### config.mk
export PLATFORM = sky130hd
export DESIGN_NAME = link_alarm_monitor
export DESIGN_NICKNAME = d
export VERILOG_FILES = /design/src/rtl/alarm_pkg.sv /design/src/rtl/renewal_tally.sv /design/src/rtl/mode_gap_timer.sv /design/src/rtl/link_alarm_monitor.sv
export SDC_FILE = /design/constraint.sdc
export NUM_CORES = 1
export LEC_CHECK = 0
export BUFFER_PORTS_ARGS = -buffer_cell sky130_fd_sc_hd__buf_2
export CELL_PAD_IN_SITES_DETAIL_PLACEMENT = 0
export CELL_PAD_IN_SITES_GLOBAL_PLACEMENT = 1
export CORE_MARGIN = 2
export CORE_UTILIZATION = 36
export DETAILED_ROUTE_END_ITERATION = 16
export HOLD_SLACK_MARGIN = 0.08
export PLACE_DENSITY_LB_ADDON = 0.12
export SYNTH_ARGS = -nofsm -noshare
export SYNTH_HDL_FRONTEND = slang
export SYNTH_SLANG_ARGS = --single-unit
### constraint.sdc
create_clock -name clk -period 2.5 [get_ports clk]
set_clock_uncertainty 0.15 [all_clocks]
set_input_delay 0.5 -clock clk [delete_from_list [all_inputs] [get_ports clk]]
set_output_delay 0.5 -clock clk [all_outputs]
set_load 0.1 [all_outputs]
### src/rtl/alarm_pkg.sv
// Shared types and constants for the link alarm monitor.
// Assumes a single 10 MHz clock and a word-wide register port.
package alarm_pkg;

  // Clock and timing
  localparam int CLK_PERIOD_NS = 100;
  localparam int MODE_GAP_NS = 2_000_000;
  localparam int MODE_GAP_CYCLES = (MODE_GAP_NS + CLK_PERIOD_NS - 1) / CLK_PERIOD_NS;
  localparam int GAP_W = 16;

  // Register offsets (byte addresses)
  localparam logic [7:0] OFS_CONFIG = 8'h00;
  localparam logic [7:0] OFS_STATUS = 8'h04;
  localparam logic [7:0] OFS_MASK = 8'h08;
  localparam logic [7:0] OFS_STATE = 8'h0c;

  // Config fields
  localparam int CFG_LIMIT_LSB = 0;
  localparam int CFG_FULLSYNC_BIT = 8;
  localparam logic [7:0] LIMIT_RESET = 8'h00;

  // Status and mask bit positions
  localparam int ST_TALLY = 0;
  localparam int ST_SYNC = 1;
  localparam int ST_CMD = 2;
  localparam int ST_W = 3;

  // State register fields
  localparam int SR_LINK_BIT = 0;
  localparam int SR_SYNC_LSB = 1;
  localparam int SR_TALLY_LSB = 8;

  // Cyclic command and control mode codes
  localparam logic [2:0] CMD_HOMING = 3'h4;
  localparam logic [1:0] MODE_POSITION = 2'h0;
  localparam logic [1:0] MODE_VELOCITY = 2'h1;
  localparam logic [1:0] MODE_TORQUE = 2'h2;
  localparam logic [1:0] MODE_PROFILE = 2'h3;

  typedef enum logic [0:0] {LINK_INITIAL, LINK_ACTIVE} link_state_t;
  typedef enum logic [1:0] {SYNC_NONE, SYNC_TRANSIENT, SYNC_DONE} sync_state_t;

  // One received cyclic frame, as decoded by the frame receiver
  typedef struct packed {
    logic [2:0] cyc_cmd;
    logic [1:0] ctrl_mode;
    logic [7:0] type_code;
    logic [3:0] renew_cnt;
    logic busy;
    logic full_closed;
    logic frame32;
    logic [1:0] cycle_sel;
  } frame_t;

endpackage

### src/rtl/renewal_tally.sv
// Renewal counter tracker: counts wrong successors and flags overflow.
// Assumes check pulses only arrive while the check window is open.
`timescale 1ns/1ps
module renewal_tally
  import alarm_pkg::*;
(
  // Clock and reset
  input wire logic clk,
  input wire logic sys_rst,
  // Check control
  input wire logic restart,
  input wire logic check,
  input wire logic [3:0] renew_cnt,
  input wire logic [7:0] limit,
  // Results
  output logic [7:0] tally,
  output logic over
);
  logic have_prev;
  logic [3:0] prev_cnt;
  logic miss;

  // Host advances by one each renewal cycle
  assign miss = have_prev && (renew_cnt != 4'(prev_cnt + 4'h1));

  // Expected successor tracking
  always_ff @(posedge clk or posedge sys_rst)
  begin
    if (sys_rst)
    begin
      have_prev <= 1'b0;
      prev_cnt <= 4'h0;
    end
    else if (restart)
      have_prev <= 1'b0;
    else if (check)
    begin
      have_prev <= 1'b1;
      prev_cnt <= renew_cnt;
    end
  end

  // Saturating failure count
  always_ff @(posedge clk or posedge sys_rst)
  begin
    if (sys_rst)
      tally <= 8'h00;
    else if (restart)
      tally <= 8'h00;
    else if (check && miss && tally != 8'hff)
      tally <= tally + 8'h01;
  end

  // Limit 0 or 1 disables the alarm entirely
  assign over = (limit > 8'h01) && (tally > limit);
endmodule // renewal_tally

### src/rtl/mode_gap_timer.sv
// Time since the last control mode change, in clock cycles.
// Starts out as if the gap had long elapsed.
`timescale 1ns/1ps
module mode_gap_timer
  import alarm_pkg::*;
#(
  parameter int GAP_CYCLES = MODE_GAP_CYCLES
)
(
  // Clock and reset
  input wire logic clk,
  input wire logic sys_rst,
  // Mode change event
  input wire logic mode_change,
  // Gap still link_active_state
  output logic too_soon
);
  logic [GAP_W-1:0] count;

  // Restart on each change, saturate at the gap length
  always_ff @(posedge clk or posedge sys_rst)
  begin
    if (sys_rst)
      count <= GAP_W'(GAP_CYCLES);
    else if (mode_change)
      count <= '0;
    else if (count < GAP_W'(GAP_CYCLES))
      count <= count + 1'b1;
  end

  assign too_soon = count < GAP_W'(GAP_CYCLES);
endmodule // mode_gap_timer

### src/rtl/link_alarm_monitor.sv
// Alarm detection for the cyclic command stream of a networked servo drive.
// Assumes decoded frames arrive with a one-cycle rx_valid strobe.
`timescale 1ns/1ps
module link_alarm_monitor
  import alarm_pkg::*;
#(
  parameter int GAP_CYCLES = alarm_pkg::MODE_GAP_CYCLES
)
(
  // Clock and reset
  input wire logic clk,
  input wire logic sys_rst,
  // Received frames
  input wire logic rx_valid,
  input wire logic renew_tick,
  input wire alarm_pkg::frame_t rx_frame,
  // Link events
  input wire logic link_up,
  input wire logic comm_error,
  input wire logic comm_lost,
  input wire logic sync_start,
  input wire logic sync_done,
  // Register port
  input wire logic [7:0] reg_addr,
  input wire logic [31:0] reg_wdata,
  input wire logic reg_wr,
  input wire logic reg_rd,
  output logic [31:0] reg_rdata,
  // Alarm and status outputs
  output logic renewal_tally_alarm,
  output logic interaxis_sync_alarm,
  output logic command_error_alarm,
  output logic frame_accept,
  output alarm_pkg::link_state_t link_state,
  output alarm_pkg::sync_state_t sync_state,
  output logic irq
);
  import alarm_pkg::*;

  ////////////////////////////////////////////////////////////////////////
  // Decoding helpers

  // Profile latch positioning or profile homing operations
  function automatic logic is_latch_home(input logic [7:0] tc);
    is_latch_home = (tc == 8'h12) || (tc == 8'h13) || (tc == 8'h31) ||
                    (tc == 8'h32) || (tc == 8'h33);
  endfunction

  // Profile positioning or continuous movement operations
  function automatic logic is_pos_move(input logic [7:0] tc);
    is_pos_move = (tc == 8'h10) || (tc == 8'h11) || (tc == 8'h20);
  endfunction

  // Supported cycle, loop, frame and mode combinations
  function automatic logic combo_ok(input frame_t f);
    combo_ok = 1'b1;
    // Full-closed loop needs the long frame for scale feedback
    if (f.full_closed && !f.frame32)
      combo_ok = 1'b0;
    // Fastest cycle only carries position mode
    if (f.cycle_sel == 2'h0 && f.ctrl_mode != MODE_POSITION)
      combo_ok = 1'b0;
  endfunction

  ////////////////////////////////////////////////////////////////////////
  // Registers and internal state

  logic [7:0] limit;
  logic full_sync_en;
  logic [ST_W-1:0] status;
  logic [ST_W-1:0] mask;
  logic [ST_W-1:0] events;
  logic [7:0] tally;
  logic tally_over;
  logic tally_over_q;
  logic [1:0] prev_mode;
  logic [7:0] prev_type;
  logic have_prev;
  logic mode_change;
  logic gap_short;
  logic renew_check;
  logic cmd_check;
  logic sync_check;
  logic sync_fault;
  logic cmd_fault;
  logic homing;
  logic [ST_W-1:0] clear_bits;

  ////////////////////////////////////////////////////////////////////////
  // Check windows

  assign renew_check = rx_valid && renew_tick && link_state == LINK_ACTIVE &&
                       sync_state == SYNC_TRANSIENT;

  assign cmd_check = rx_valid && link_state == LINK_ACTIVE && sync_state == SYNC_DONE;

  assign sync_check = link_state == LINK_ACTIVE && sync_state == SYNC_TRANSIENT;

  assign sync_fault = sync_check && full_sync_en && (comm_error || comm_lost);

  ////////////////////////////////////////////////////////////////////////
  // Renewal counter tally

  renewal_tally u_tally (
    .clk(clk),
    .sys_rst(sys_rst),
    .restart(link_state == LINK_INITIAL),
    .check(renew_check),
    .renew_cnt(rx_frame.renew_cnt),
    .limit(limit),
    .tally(tally),
    .over(tally_over)
  );

  // Edge of overflow becomes the event, so it is raised once
  always_ff @(posedge clk or posedge sys_rst)
  begin
    if (sys_rst)
      tally_over_q <= 1'b0;
    else
      tally_over_q <= tally_over;
  end

  ////////////////////////////////////////////////////////////////////////
  // Control mode history

  // A change only counts once a previous frame has been seen
  assign mode_change = cmd_check && have_prev && rx_frame.ctrl_mode != prev_mode;

  // Remember last mode and subcode of evaluated frames
  always_ff @(posedge clk or posedge sys_rst)
  begin
    if (sys_rst)
    begin
      have_prev <= 1'b0;
      prev_mode <= MODE_POSITION;
      prev_type <= 8'h00;
    end
    else if (link_state == LINK_INITIAL)
      have_prev <= 1'b0;
    else if (cmd_check)
    begin
      have_prev <= 1'b1;
      prev_mode <= rx_frame.ctrl_mode;
      prev_type <= rx_frame.type_code;
    end
  end

  // two millisecond gap between mode changes
  mode_gap_timer #(
    .GAP_CYCLES(GAP_CYCLES)
  ) u_gap (
    .clk(clk),
    .sys_rst(sys_rst),
    .mode_change(mode_change),
    .too_soon(gap_short)
  );

  ////////////////////////////////////////////////////////////////////////
  // Command error decision

  assign homing = rx_frame.cyc_cmd == CMD_HOMING;

  // Combined causes; the previous subcode stands for the link_active_state operation
  always_comb
  begin
    cmd_fault = 1'b0;
    if (cmd_check)
    begin
      if (!combo_ok(rx_frame))
        cmd_fault = 1'b1;
      if (mode_change && gap_short)
        cmd_fault = 1'b1;
      // mode switch during latch or homing profile
      if (mode_change && is_latch_home(prev_type))
        cmd_fault = 1'b1;
      if (mode_change && rx_frame.busy)
        cmd_fault = 1'b1;
      // homing during latch or homing profile
      if (homing && have_prev && is_latch_home(prev_type))
        cmd_fault = 1'b1;
      // homing init during positioning or continuous move
      if (homing && have_prev && is_pos_move(prev_type) &&
          (rx_frame.type_code[7:4] == 4'h1 || rx_frame.type_code == 8'h31))
        cmd_fault = 1'b1;
      // subcode change in profile position mode
      if (have_prev && prev_mode == MODE_PROFILE && rx_frame.ctrl_mode == MODE_PROFILE &&
          rx_frame.type_code != prev_type)
        cmd_fault = 1'b1;
      // homing 1x or 2x in velocity or torque
      if (homing && (rx_frame.ctrl_mode == MODE_VELOCITY ||
          rx_frame.ctrl_mode == MODE_TORQUE) &&
          (rx_frame.type_code[7:4] == 4'h1 || rx_frame.type_code[7:4] == 4'h2))
        cmd_fault = 1'b1;
    end
  end

  ////////////////////////////////////////////////////////////////////////
  // Link state machine

  // sync alarm returns link to initial
  // command error leaves the link alone
  always_ff @(posedge clk or posedge sys_rst)
  begin
    if (sys_rst)
      link_state <= LINK_INITIAL;
    else
    begin
      unique case (link_state)
        LINK_INITIAL:
          if (link_up)
            link_state <= LINK_ACTIVE;
        LINK_ACTIVE:
          if (sync_fault)
            link_state <= LINK_INITIAL;
      endcase
    end
  end

  // Sync establishment; renewal alarm never disturbs it
  always_ff @(posedge clk or posedge sys_rst)
  begin
    if (sys_rst)
      sync_state <= SYNC_NONE;
    else if (link_state == LINK_INITIAL || sync_fault)
      sync_state <= SYNC_NONE;
    else
    begin
      unique case (sync_state)
        SYNC_NONE:
          if (sync_start)
            sync_state <= SYNC_TRANSIENT;
        SYNC_TRANSIENT:
          if (sync_done)
            sync_state <= SYNC_DONE;
        SYNC_DONE:
          sync_state <= SYNC_DONE;
        default:
          sync_state <= SYNC_NONE;
      endcase
    end
  end

  ////////////////////////////////////////////////////////////////////////
  // Received data usage

  // renewal alarm still passes the frame on
  // frame carrying a command error is discarded
  always_ff @(posedge clk or posedge sys_rst)
  begin
    if (sys_rst)
      frame_accept <= 1'b0;
    else
      frame_accept <= rx_valid && link_state == LINK_ACTIVE && !cmd_fault;
  end

  ////////////////////////////////////////////////////////////////////////
  // Register writes

  // Configuration word
  always_ff @(posedge clk or posedge sys_rst)
  begin
    if (sys_rst)
    begin
      limit <= LIMIT_RESET;
      full_sync_en <= 1'b0;
    end
    else if (reg_wr && reg_addr == OFS_CONFIG)
    begin
      limit <= reg_wdata[CFG_LIMIT_LSB +: 8];
      full_sync_en <= reg_wdata[CFG_FULLSYNC_BIT];
    end
  end

  // Interrupt mask
  always_ff @(posedge clk or posedge sys_rst)
  begin
    if (sys_rst)
      mask <= '0;
    else if (reg_wr && reg_addr == OFS_MASK)
      mask <= reg_wdata[ST_W-1:0];
  end

  ////////////////////////////////////////////////////////////////////////
  // Alarm status and interrupt

  // tally alarm on crossing the limit
  assign events[ST_TALLY] = tally_over && !tally_over_q;
  assign events[ST_SYNC] = sync_fault;
  assign events[ST_CMD] = cmd_fault;

  // Tally alarm cannot be cleared by software
  always_comb
  begin
    clear_bits = '0;
    if (reg_wr && reg_addr == OFS_STATUS)
      clear_bits = reg_wdata[ST_W-1:0];
    clear_bits[ST_TALLY] = 1'b0;
  end

  // Sticky, write one to clear; a new event beats the clear
  always_ff @(posedge clk or posedge sys_rst)
  begin
    if (sys_rst)
      status <= '0;
    else
      status <= (status & ~clear_bits) | events;
  end

  // Registered alarm outputs follow the sticky bits
  always_ff @(posedge clk or posedge sys_rst)
  begin
    if (sys_rst)
    begin
      renewal_tally_alarm <= 1'b0;
      interaxis_sync_alarm <= 1'b0;
      command_error_alarm <= 1'b0;
    end
    else
    begin
      renewal_tally_alarm <= status[ST_TALLY];
      interaxis_sync_alarm <= status[ST_SYNC];
      command_error_alarm <= status[ST_CMD];
    end
  end

  assign irq = |(status & mask); // Level, unmasked alarms only

  ////////////////////////////////////////////////////////////////////////
  // Register reads

  // Data one cycle after the strobe, zero otherwise or when unmapped
  always_ff @(posedge clk or posedge sys_rst)
  begin
    if (sys_rst)
      reg_rdata <= 32'h0000_0000;
    else if (reg_rd)
    begin
      reg_rdata <= 32'h0000_0000;
      unique case (reg_addr)
        OFS_CONFIG:
        begin
          reg_rdata[CFG_LIMIT_LSB +: 8] <= limit;
          reg_rdata[CFG_FULLSYNC_BIT] <= full_sync_en;
        end
        OFS_STATUS:
          reg_rdata[ST_W-1:0] <= status;
        OFS_MASK:
          reg_rdata[ST_W-1:0] <= mask;
        OFS_STATE:
        begin
          reg_rdata[SR_LINK_BIT] <= link_state;
          reg_rdata[SR_SYNC_LSB +: 2] <= sync_state;
          reg_rdata[SR_TALLY_LSB +: 8] <= tally;
        end
        default:
          reg_rdata <= 32'h0000_0000;
      endcase
    end
    else
      reg_rdata <= 32'h0000_0000;
  end
endmodule // link_alarm_monitor

# Yosys cells after proc, flatten, opt, wreduce, memory -nomap -nowiden
# Index checks and enable logic that the tools add are counted.
# W data, S select, Z words.
# word_totals
input_bits,73
word_cells,149
register_bits,95
# classes
reduce_logical,56
n_addsub,3
magnitude_cmp,3
n_bitwise,5
n_eq_ne,30
mux,33
# ops
op,n
$mux W16,3
$eq A8 B6 Y1 const B,5
$logic_and A1 B1 Y1,33
$eq A8 B5 Y1 const B,4
$mux W1,18
$add A16 B1 Y16 const B,1
$eq A8 B4 Y1 const B,2
$lt A16 B15 Y1 const B,1
$mux W8,2
$pmux W3 S4,1
$logic_or A1 B1 Y1,11
$add A8 B1 Y8 const B,1
$eq A2 B2 Y1 const B,4
$eq A8 B3 Y1 const B,1
$gt A8 B1 Y1 const B,1
$gt A8 B8 Y1,1
$logic_not A8 Y1,1
$ne A8 B8 Y1,1
$ne A8 B8 Y1 const B,1
$mux W7,1
$and A3 B3 Y3,2
$mux W2,3
$ne A2 B1 Y1 const B,3
$pmux W2 S3,1
other kinds (20),28

# Depth between registers and ports, before layout
# Gate-level depths: netlist of run 1.
# depth
ltp_word,16
depth_mapped,8
mapped_depth_nobuf,8

# Cells and area by module
# Synthesis of run 1 repeated with hierarchy kept, for this count alone.
# unflattened
cells_unflattened,382
hier_area_um2,4176.5
# modules_own_cells
mod,area_each_um2,n_inst,cells_each,seq_area_each_um2
link_alarm_monitor,2413.6,1,198,1251.2
renewal_tally,903.4,1,96,325.3
mode_gap_timer,859.6,1,88,406.6

# Worst setup path before layout of run 1
# OpenSTA, ideal clock, no wires.
# synth_path
path_kind,reg2reg
start,register link_state
end,register frame_accept
synth_period_minus_slack_ns,2.541
arrival_time_ns,2.272
required_ns,2.230
setup_ns,0.120
path_slack_ns,-0.041
stages_incl_launch_ff,8
path_cell_list,dfrtp_1 > clkbuf_1 > nand4_1 > a21oi_1 > o31ai_1 > a31oi_1 > nor3_1 > and3_1
# synth_via
elab_chain_len,15
# synth_rtl
item,line,text
start: declaration,link_alarm_monitor.sv:34,"output alarm_pkg::link_state_t link_state,"
start signal: assignment,link_alarm_monitor.sv:206,link_state <= LINK_INITIAL;
start signal: assignment,link_alarm_monitor.sv:212,link_state <= LINK_ACTIVE;
start signal: assignment,link_alarm_monitor.sv:215,link_state <= LINK_INITIAL;
$logic_and A1 B1 Y1 *,"link_alarm_monitor.sv:95, link_alarm_monitor.sv:254",
$logic_and A1 B1 Y1,link_alarm_monitor.sv:95,assign cmd_check = rx_valid && link_state == LINK_ACTIVE && sync_state == SYNC_DONE;
$logic_and A1 B1 Y1 (2 in a row),link_alarm_monitor.sv:128,assign mode_change = cmd_check && have_prev && rx_frame.ctrl_mode != prev_mode;
$logic_and A1 B1 Y1,link_alarm_monitor.sv:172,if (mode_change && gap_short)
$mux W1,link_alarm_monitor.sv:172,
$mux W1,link_alarm_monitor.sv:175,if (mode_change && is_latch_home(prev_type))
$mux W1,link_alarm_monitor.sv:177,if (mode_change && rx_frame.busy)
$mux W1,link_alarm_monitor.sv:180,if (homing && have_prev && is_latch_home(prev_type))
$mux W1,link_alarm_monitor.sv:183,if (homing && have_prev && is_pos_move(prev_type) &&
$mux W1,link_alarm_monitor.sv:187,if (have_prev && prev_mode == MODE_PROFILE && rx_frame.ctrl_mode == MODE_PROFILE &&
$mux W1,link_alarm_monitor.sv:191,if (homing && (rx_frame.ctrl_mode == MODE_VELOCITY ||
$mux W1,link_alarm_monitor.sv:168,if (cmd_check)
$logic_not A1 Y1,link_alarm_monitor.sv:254,frame_accept <= rx_valid && link_state == LINK_ACTIVE && !cmd_fault;
$logic_and A1 B1 Y1 *,link_alarm_monitor.sv:254,
end signal: assignment,link_alarm_monitor.sv:254,
end: declaration,link_alarm_monitor.sv:33,"output logic frame_accept,"
# Every way passes the cells marked *; elsewhere a longest branch is shown, timed or not.
# A chain may end at the register's enable or synchronous reset.

# Worst setup path in the final report of run 1
# layout_path
start,register u_gap.count[8]
end,register u_gap.count[5]
# layout_via
elab_chain_len,2
# layout_rtl
item,line,text
start: declaration,mode_gap_timer.sv:18,logic [GAP_W-1:0] count;
start signal: assignment,mode_gap_timer.sv:24,count <= GAP_W'(GAP_CYCLES);
start signal: assignment,mode_gap_timer.sv:28,count <= count + 1'b1;
$lt A16 B15 Y1,mode_gap_timer.sv:27,else if (count < GAP_W'(GAP_CYCLES))
$reduce_bool A2 Y1 (no line),-,
# Every way passes these cells.

==> reports/metrics.yaml, run 1 <==
yosys:
  yosys_warnings: 0
  synth_area_leaders: "dfrtp_1, mux2_2, ha_1, xor2_1, dfstp_2"
  netlist.area_leader.share_pct: 45.6
  syn_area_um2: 4060
  synth-edff-count: 0
  synthArstFlopShare_pct: 100
  synth_seq_cells: 79
  synth_top_flop_cell: "dfrtp_1"
  synthCells: 370
  seq_area_frac_synth_pct: 48.8
  yosys.area.top_type: "dfrtp_1"
  syn_area_per_cell_um2: 11.0
  ys_types: 50
worst_setup_path:
  cp_max_fo: 8
  r2r_slack_ps: 130
  slowest_delay_ps: 560
  worstSetupPathType: "flip-flop to flip-flop"
  ff2ff_path_depth: 6
  cp_num_buf_inv: 1
  r2r_end: "u_gap.count[5]"
  critPathTopFamily: "simple AND/OR/NAND/NOR gates"
  worst-endpoint-arrival_ps: 2490
  critical_path.cell_chain: "or4_4 > a311oi_4 > buf_4 > nand4_4 > or3_1 > a21oi_1"
  required_ps: 2610
  reg2reg_from: "u_gap.count[8]"
  critPathSlowestCell: "or4_4"
  end_kind: "flip-flop"
  cp-start-kind: "flip-flop"
clock_tree:
  cts-resized-gates: 0
  clk_latency_ps: 330
  clk_pin_slew_worst_paths_ps: 60
  clockBufferDepth: 2
  cts_sinks: 79
  cts_setup_buffers: 0
  htreeDepth: 3
  cts_hold_buf: 0
  cts-root-buf: "clkbuf_16"
  cts_buffers: 9
  cts_tree: "done"
timing:
  period_share_pct: 94.9
  tightest_slew_ps: 579
  maxSlewViolCount: 0
  max_freq_mhz: 421
  rsz0062_at_grt: "false"
  setup_viol: 0
  layout_setup_ws_ps: 126
  finalHoldViolations: 0
  setup_tns_ps: 0
  min_period_ps: 2370
  slew_headroom_pct: 61.3
final_layout:
  areaGrowthSynthToFinish_pct: 21.5
  finalCoreUtilization_pct: 45.1
  seq_area_um2: 1990
  final_nets: 546
  drive_above_1_share_pct: 31.0
  fillerInstances: 1085
  antenna_cells: 0
  multi_input_area_um2: 1890
global_route:
  track_usage_pct: 15.2
  met1_usage_pct: 21.3
  met3_usage_pct: 3.53
  busiest_layer: "met2"
  use_met2_pct: 23.4
  grt_pass1_wl_um: 14100
  grt_max_degree: 35
  antenna_found_initial: 1
  grt.overflow.total: 0
  grt_pass1_vias: 2845
route:
  routed_wl_um: 8580
  vias: 2917
  dr.pass1.iters: 4
  ant_nets: 0
  via_per_inst: 4.85
  drc: 0
  detail_route.wl_per_cell_um: 14.3
  drtIter0Drc: 50
power_and_ir_drop:
  powerDensity_nw_per_um2: 991
  p_total_mw: 4.89
  power_leakage_nw: 2.40
  vdd_ir_drop_max_v: 0.000572
placed_design:
  dpl.hpwl_um: 6650
  finalWeightedCongestion: 0.797
  io_buffers: 73
  place_ws_ps: 78.2
die:
  dieArea_um2: 12100
  rows: 38
  io_pins: 113
  die_h_um: 110
  core_region_area_um2: 10900
  start_util_pct: 37.1
  die_w_um: 110
status:
  outcome: "complete, no violations"
min_path:
  hold_path_class: "input port to async pin"
job:
  maxCapViolations: 0
[worst register-to-register path, stage by stage, from the launching register on]
cell	delay [ps]
dfrtp_1	400
or4_4	560
a311oi_4	270
buf_4	210
nand4_4	170
or3_1	380
a21oi_1	160
[metrics by stage]
step	cells	cell area [µm²]	hold slack [ps]
CTS	601	4930	93.0
global placement	585	4600	288
global route	601	4930	123
finish	601	4930	76.9
floorplan	385	4120	233
detailed placement	585	4600	286
[layer usage]
layer	routed length, µm	vias to the layer above
met5	13	-
met1	4100	1396
met4	112	2
li1	-	1439
met2	3870	67
met3	496	13
[cell usage in the layout (no fill, tap or decap), types with 11 or more instances in the layout]
cell     Yosys  routed
buf_2        0      73
conb_1       1      16
dfrtp_1     74      72
ha_1        17      17
inv_1       23      22
mux2_2      20      20
nand2_1     26      26
nand3_1     14      14
nor2_1      23      23
o21ai_0     14      14
xnor2_1     11      11
xor2_1      18      18
[power breakdown]
group | switching, mW | internal (mW)
Sequential | 0.318 | 1.59
Combinational | 0.925 | 0.614
Clock | 0.530 | 0.907
Total | 1.77 | 3.11
[layout make-up]
cell class	count	share of cell area [%]
multi-input cells	259	38.3
flip-flops and latches	79	40.2
repair buffers	84	9.33
inverters	23	1.83
well taps	140	3.55
clock inverters	6	1.88
clock buffers	10	4.84
[worst max-delay path by stage]
stage / startpoint / endpoint / slack, ps / depth (start not counted)
4_1_cts: u_gap.count[8] / u_gap.count[5] / 120 / 6
6_report: u_gap.count[8] / u_gap.count[5] / 130 / 6
3_3_place_gp: rx_frame[10] / frame_accept / 90 / 7
3_5_place_dp: rx_frame[10] / frame_accept / 80 / 7
5_1_grt: u_gap.count[8] / u_gap.count[13] / 50 / 6
2_1_floorplan: sync_state[0] / prev_type[0] / 7 / 5
[flip-flops by register name, summed over array words and instances (netlist names), 2 cells and up]
register / cells
reg_rdata: 16
u_gap.count: 16
limit: 8
prev_type: 8
u_tally.tally: 8
u_tally.prev_cnt: 4
mask: 3
status: 3
prev_mode: 2
sync_state: 2
[synthesized netlist by cell type (2+ instances only)]
cell,instances
dfrtp_1,74
nand2_1,26
inv_1,23
nor2_1,23
mux2_2,20
xor2_1,18
ha_1,17
buf_4,16
nand3_1,14
o21ai_0,14
xnor2_1,11
and2_1,10
nand4_1,9
nor4_1,9
a21oi_1,7
clkbuf_1,7
mux2i_1,7
and3_1,6
o21a_1,6
dfstp_2,5
nor3_1,5
and4_1,3
mux4_2,3
nor2b_1,3
and2b_2,2
and3_2,2
nand2b_1,2
nand4b_1,2
o41ai_1,2
or3_1,2
or4_1,2
or4b_2,2
[cells by family (layout without fill, tap and decap cells)]
kind of cell             after synthesis  count (layout)  share of synthesized area, %
adder cells (fa/ha/maj)               17              17                          5.24
AND/OR/NAND/NOR                      127             127                          17.5
XOR/XNOR                              30              30                          6.81
AO/OA/AOI/OAI                         39              39                          6.59
buffers and inverters                 47             123                          6.01
other                                  1              16                        0.0923
multiplexers                          30              30                          8.93
flip-flops                            79              79                          48.8
Power figures use the tool's default switching activity.
==> run 2, diff against run 1 <==
--- a/config.mk
+++ b/config.mk
@@ -13,6 +13,7 @@
 export DETAILED_ROUTE_END_ITERATION = 16
 export HOLD_SLACK_MARGIN = 0.08
 export PLACE_DENSITY_LB_ADDON = 0.12
+export SETUP_SLACK_MARGIN = 0.3
 export SYNTH_ARGS = -nofsm -noshare
 export SYNTH_HDL_FRONTEND = slang
 export SYNTH_SLANG_ARGS = --single-unit
==> reports/metrics.yaml, run 2 (synthesis results as in run 1) <==
die:
  start_util_pct: 37.1  # unchanged
  die_w_um: 110  # unchanged
  dieArea_um2: 12100  # unchanged
  rows: 38  # unchanged
  die_h_um: 110  # unchanged
  io_pins: 113  # unchanged
  core_region_area_um2: 10900  # unchanged
clock_tree:
  cts_hold_buf: 0  # unchanged
  cts_buffers: 9  # unchanged
  cts_tree: "done"  # unchanged
  cts_sinks: 79  # unchanged
  clockBufferDepth: 2  # unchanged
  cts-root-buf: "clkbuf_16"  # unchanged
  clk_pin_slew_worst_paths_ps: 60  # about the same
  htreeDepth: 3  # unchanged
  clk_latency_ps: 330  # about the same
final_layout:
  drive_above_1_share_pct: 34.5  # was 31.0%
  largest_registers: "reg_rdata (16), u_gap.count (16)"  # unchanged
  mostFrequentLayoutCells: "buf_2, dfrtp_1, nand2_1, nor2_1, inv_1"  # unchanged
  areaGrowthSynthToFinish_pct: 24.3  # was 21.5%
  final_common_cell: "buf_2"  # unchanged
  antenna_cells: 0  # unchanged
  final_nets: 555  # was 546
route:
  vias: 2970  # was 2917
  drc: 0  # unchanged
  dr.pass1.iters: 6  # was 4
  drtIter0Drc: 55  # was 50
  routed_wl_um: 8750  # was 8580 µm
  detail_route.wl_per_cell_um: 14.3  # about the same
  via_per_inst: 4.87  # was 4.85
  ant_nets: 0  # unchanged
power_and_ir_drop:
  powerDensity_nw_per_um2: 967  # was 991 nW/µm²
  power_leakage_nw: 2.43  # was 2.40 nW
  p_total_mw: 4.88  # was 4.89 mW
  vdd_ir_drop_max_v: 0.000614  # was 0.000572 V
status:
  outcome: "complete, no violations"  # unchanged
worst_setup_path:
  cp_num_buf_inv: 1  # unchanged
  slowest_delay_ps: 540  # was 560 ps
  critical_path.cell_chain: "or4_4 > a311oi_4 > nand4_4 > buf_4 > and2b_2 > xnor2_1 > nor2_1"  # was or4_4 > a311oi_4 > buf_4 > nand4_4 > or3_1 > a21oi_1
  critPathSlowestCell: "or4_4"  # unchanged
  worstSetupPathType: "flip-flop to flip-flop"  # unchanged
  r2r_end: "u_gap.count[9]"  # was u_gap.count[5]
  cp_max_fo: 6  # was 8
  r2r_slack_ps: 270  # was 130 ps
  reg2reg_from: "u_gap.count[7]"  # was u_gap.count[8]
  ff2ff_path_depth: 7  # was 6
  required_ps: 2610  # about the same
  worst-endpoint-arrival_ps: 2330  # was 2490 ps
  end_kind: "flip-flop"  # unchanged
  cp-start-kind: "flip-flop"  # unchanged
  critPathTopFamily: "simple AND/OR/NAND/NOR gates"  # unchanged
global_route:
  antenna_found_initial: 0  # was 1
  grt.overflow.total: 0  # unchanged
  track_usage_pct: 15.7  # was 15.2%
  grt_max_degree: 31  # was 35
  grt_pass1_wl_um: 14500  # was 14100 µm
  grt_pass1_vias: 2981  # was 2845
timing:
  min_period_ps: 2230  # was 2370 ps
  tightest_slew_ps: 625  # was 579 ps
  finalHoldViolations: 0  # unchanged
  slew_headroom_pct: 58.2  # was 61.3%
  layout_setup_ws_ps: 274  # was 126 ps
  maxSlewViolCount: 0  # unchanged
  rsz0062_at_grt: "true"  # was false
  max_freq_mhz: 449  # was 421 MHz
  hold_ws_ps: 100  # was 76.9 ps
  period_share_pct: 89.0  # was 94.9%
  setup_tns_ps: 0  # unchanged
  setup_viol: 0  # unchanged
placed_design:
  dpl.hpwl_um: 6600  # was 6650 µm
  io_buffers: 73  # unchanged
  finalWeightedCongestion: 0.888  # was 0.797
  place_ws_ps: 35.7  # was 78.2 ps
min_path:
  hold_path_class: "input port to async pin"  # unchanged
job:
  maxCapViolations: 0  # unchanged
## run 2: cell types whose count changed in the layout (fill, tap and decap cells not counted), moves of 2 or more
cell	change
clkbuf_1	+2
buf_4	+9
a21oi_2	+2
a21oi_1	-2
## run 2: area by class of cell
type,instances,area (µm²)
Clock buffer,13,260
Clock inverter,3,42.5
Fill cell,1072,5890
Inverter,23,90.1
Multi-Input combinational cell,259,1960
Sequential cell,79,1990
Tap cell,140,175
Timing Repair Buffer,93,534
## run 2: worst reg2reg max path, delay by kind of cell, from the launching register on
| kind | cells | cell delay [ps] |
|---|---|---|
| simple gates | 4 | 980 |
| flops | 1 | 390 |
| compound gates | 1 | 350 |
| buf+inv | 1 | 180 |
| xor+xnor | 1 | 110 |
## run 2: stage by stage
stage	cell area (µm²)	cells	util [%]
final	5050	610	46.2
after detailed placement	4620	586	42.2
after CTS	4970	607	45.4
after floorplan	4130	385	-
after global routing	5050	610	46.2
after global placement	4620	586	42.2
## run 2: worst max-delay path by stage
stage,from,to,depth (start not counted)
5_1_grt,u_gap.count[7],u_gap.count[5],5
3_5_place_dp,rx_frame[10],frame_accept,7
3_3_place_gp,rx_frame[10],frame_accept,7
2_1_floorplan,u_gap.count[8],u_gap.count[6],7
6_report,u_gap.count[7],u_gap.count[9],7
4_1_cts,u_gap.count[7],frame_accept,7
## run 2: where the power goes
group	internal (mW)	switching [mW]	total, mW
Combinational	0.678	0.971	1.65
Clock	0.827	0.492	1.32
Sequential	1.59	0.319	1.91
Total	3.10	1.78	4.88
## run 2: per-layer routing
| metal | track usage (%) | up-vias | share of wire [%] | wire (µm) |
|---|---|---|---|---|
| li1 | - | 1451 | - | - |
| met1 | 21.8 | 1432 | 48 | 4210 |
| met2 | 24.0 | 76 | 45 | 3900 |
| met3 | 2.88 | 11 | 5.3 | 462 |
| met4 | 7.05 | 0 | 2.0 | 176 |
| met5 | 0 | - | 0 | 0 |
## run 2: repair_timing
item / 4_1_cts / 5_1_grt
setup endpoints to repair: 7 / 19
pin swaps: 7 / 11
setup buffers: 5 / 3
hold endpoints to repair: 0 / 0
gates resized for setup: 2 / 15
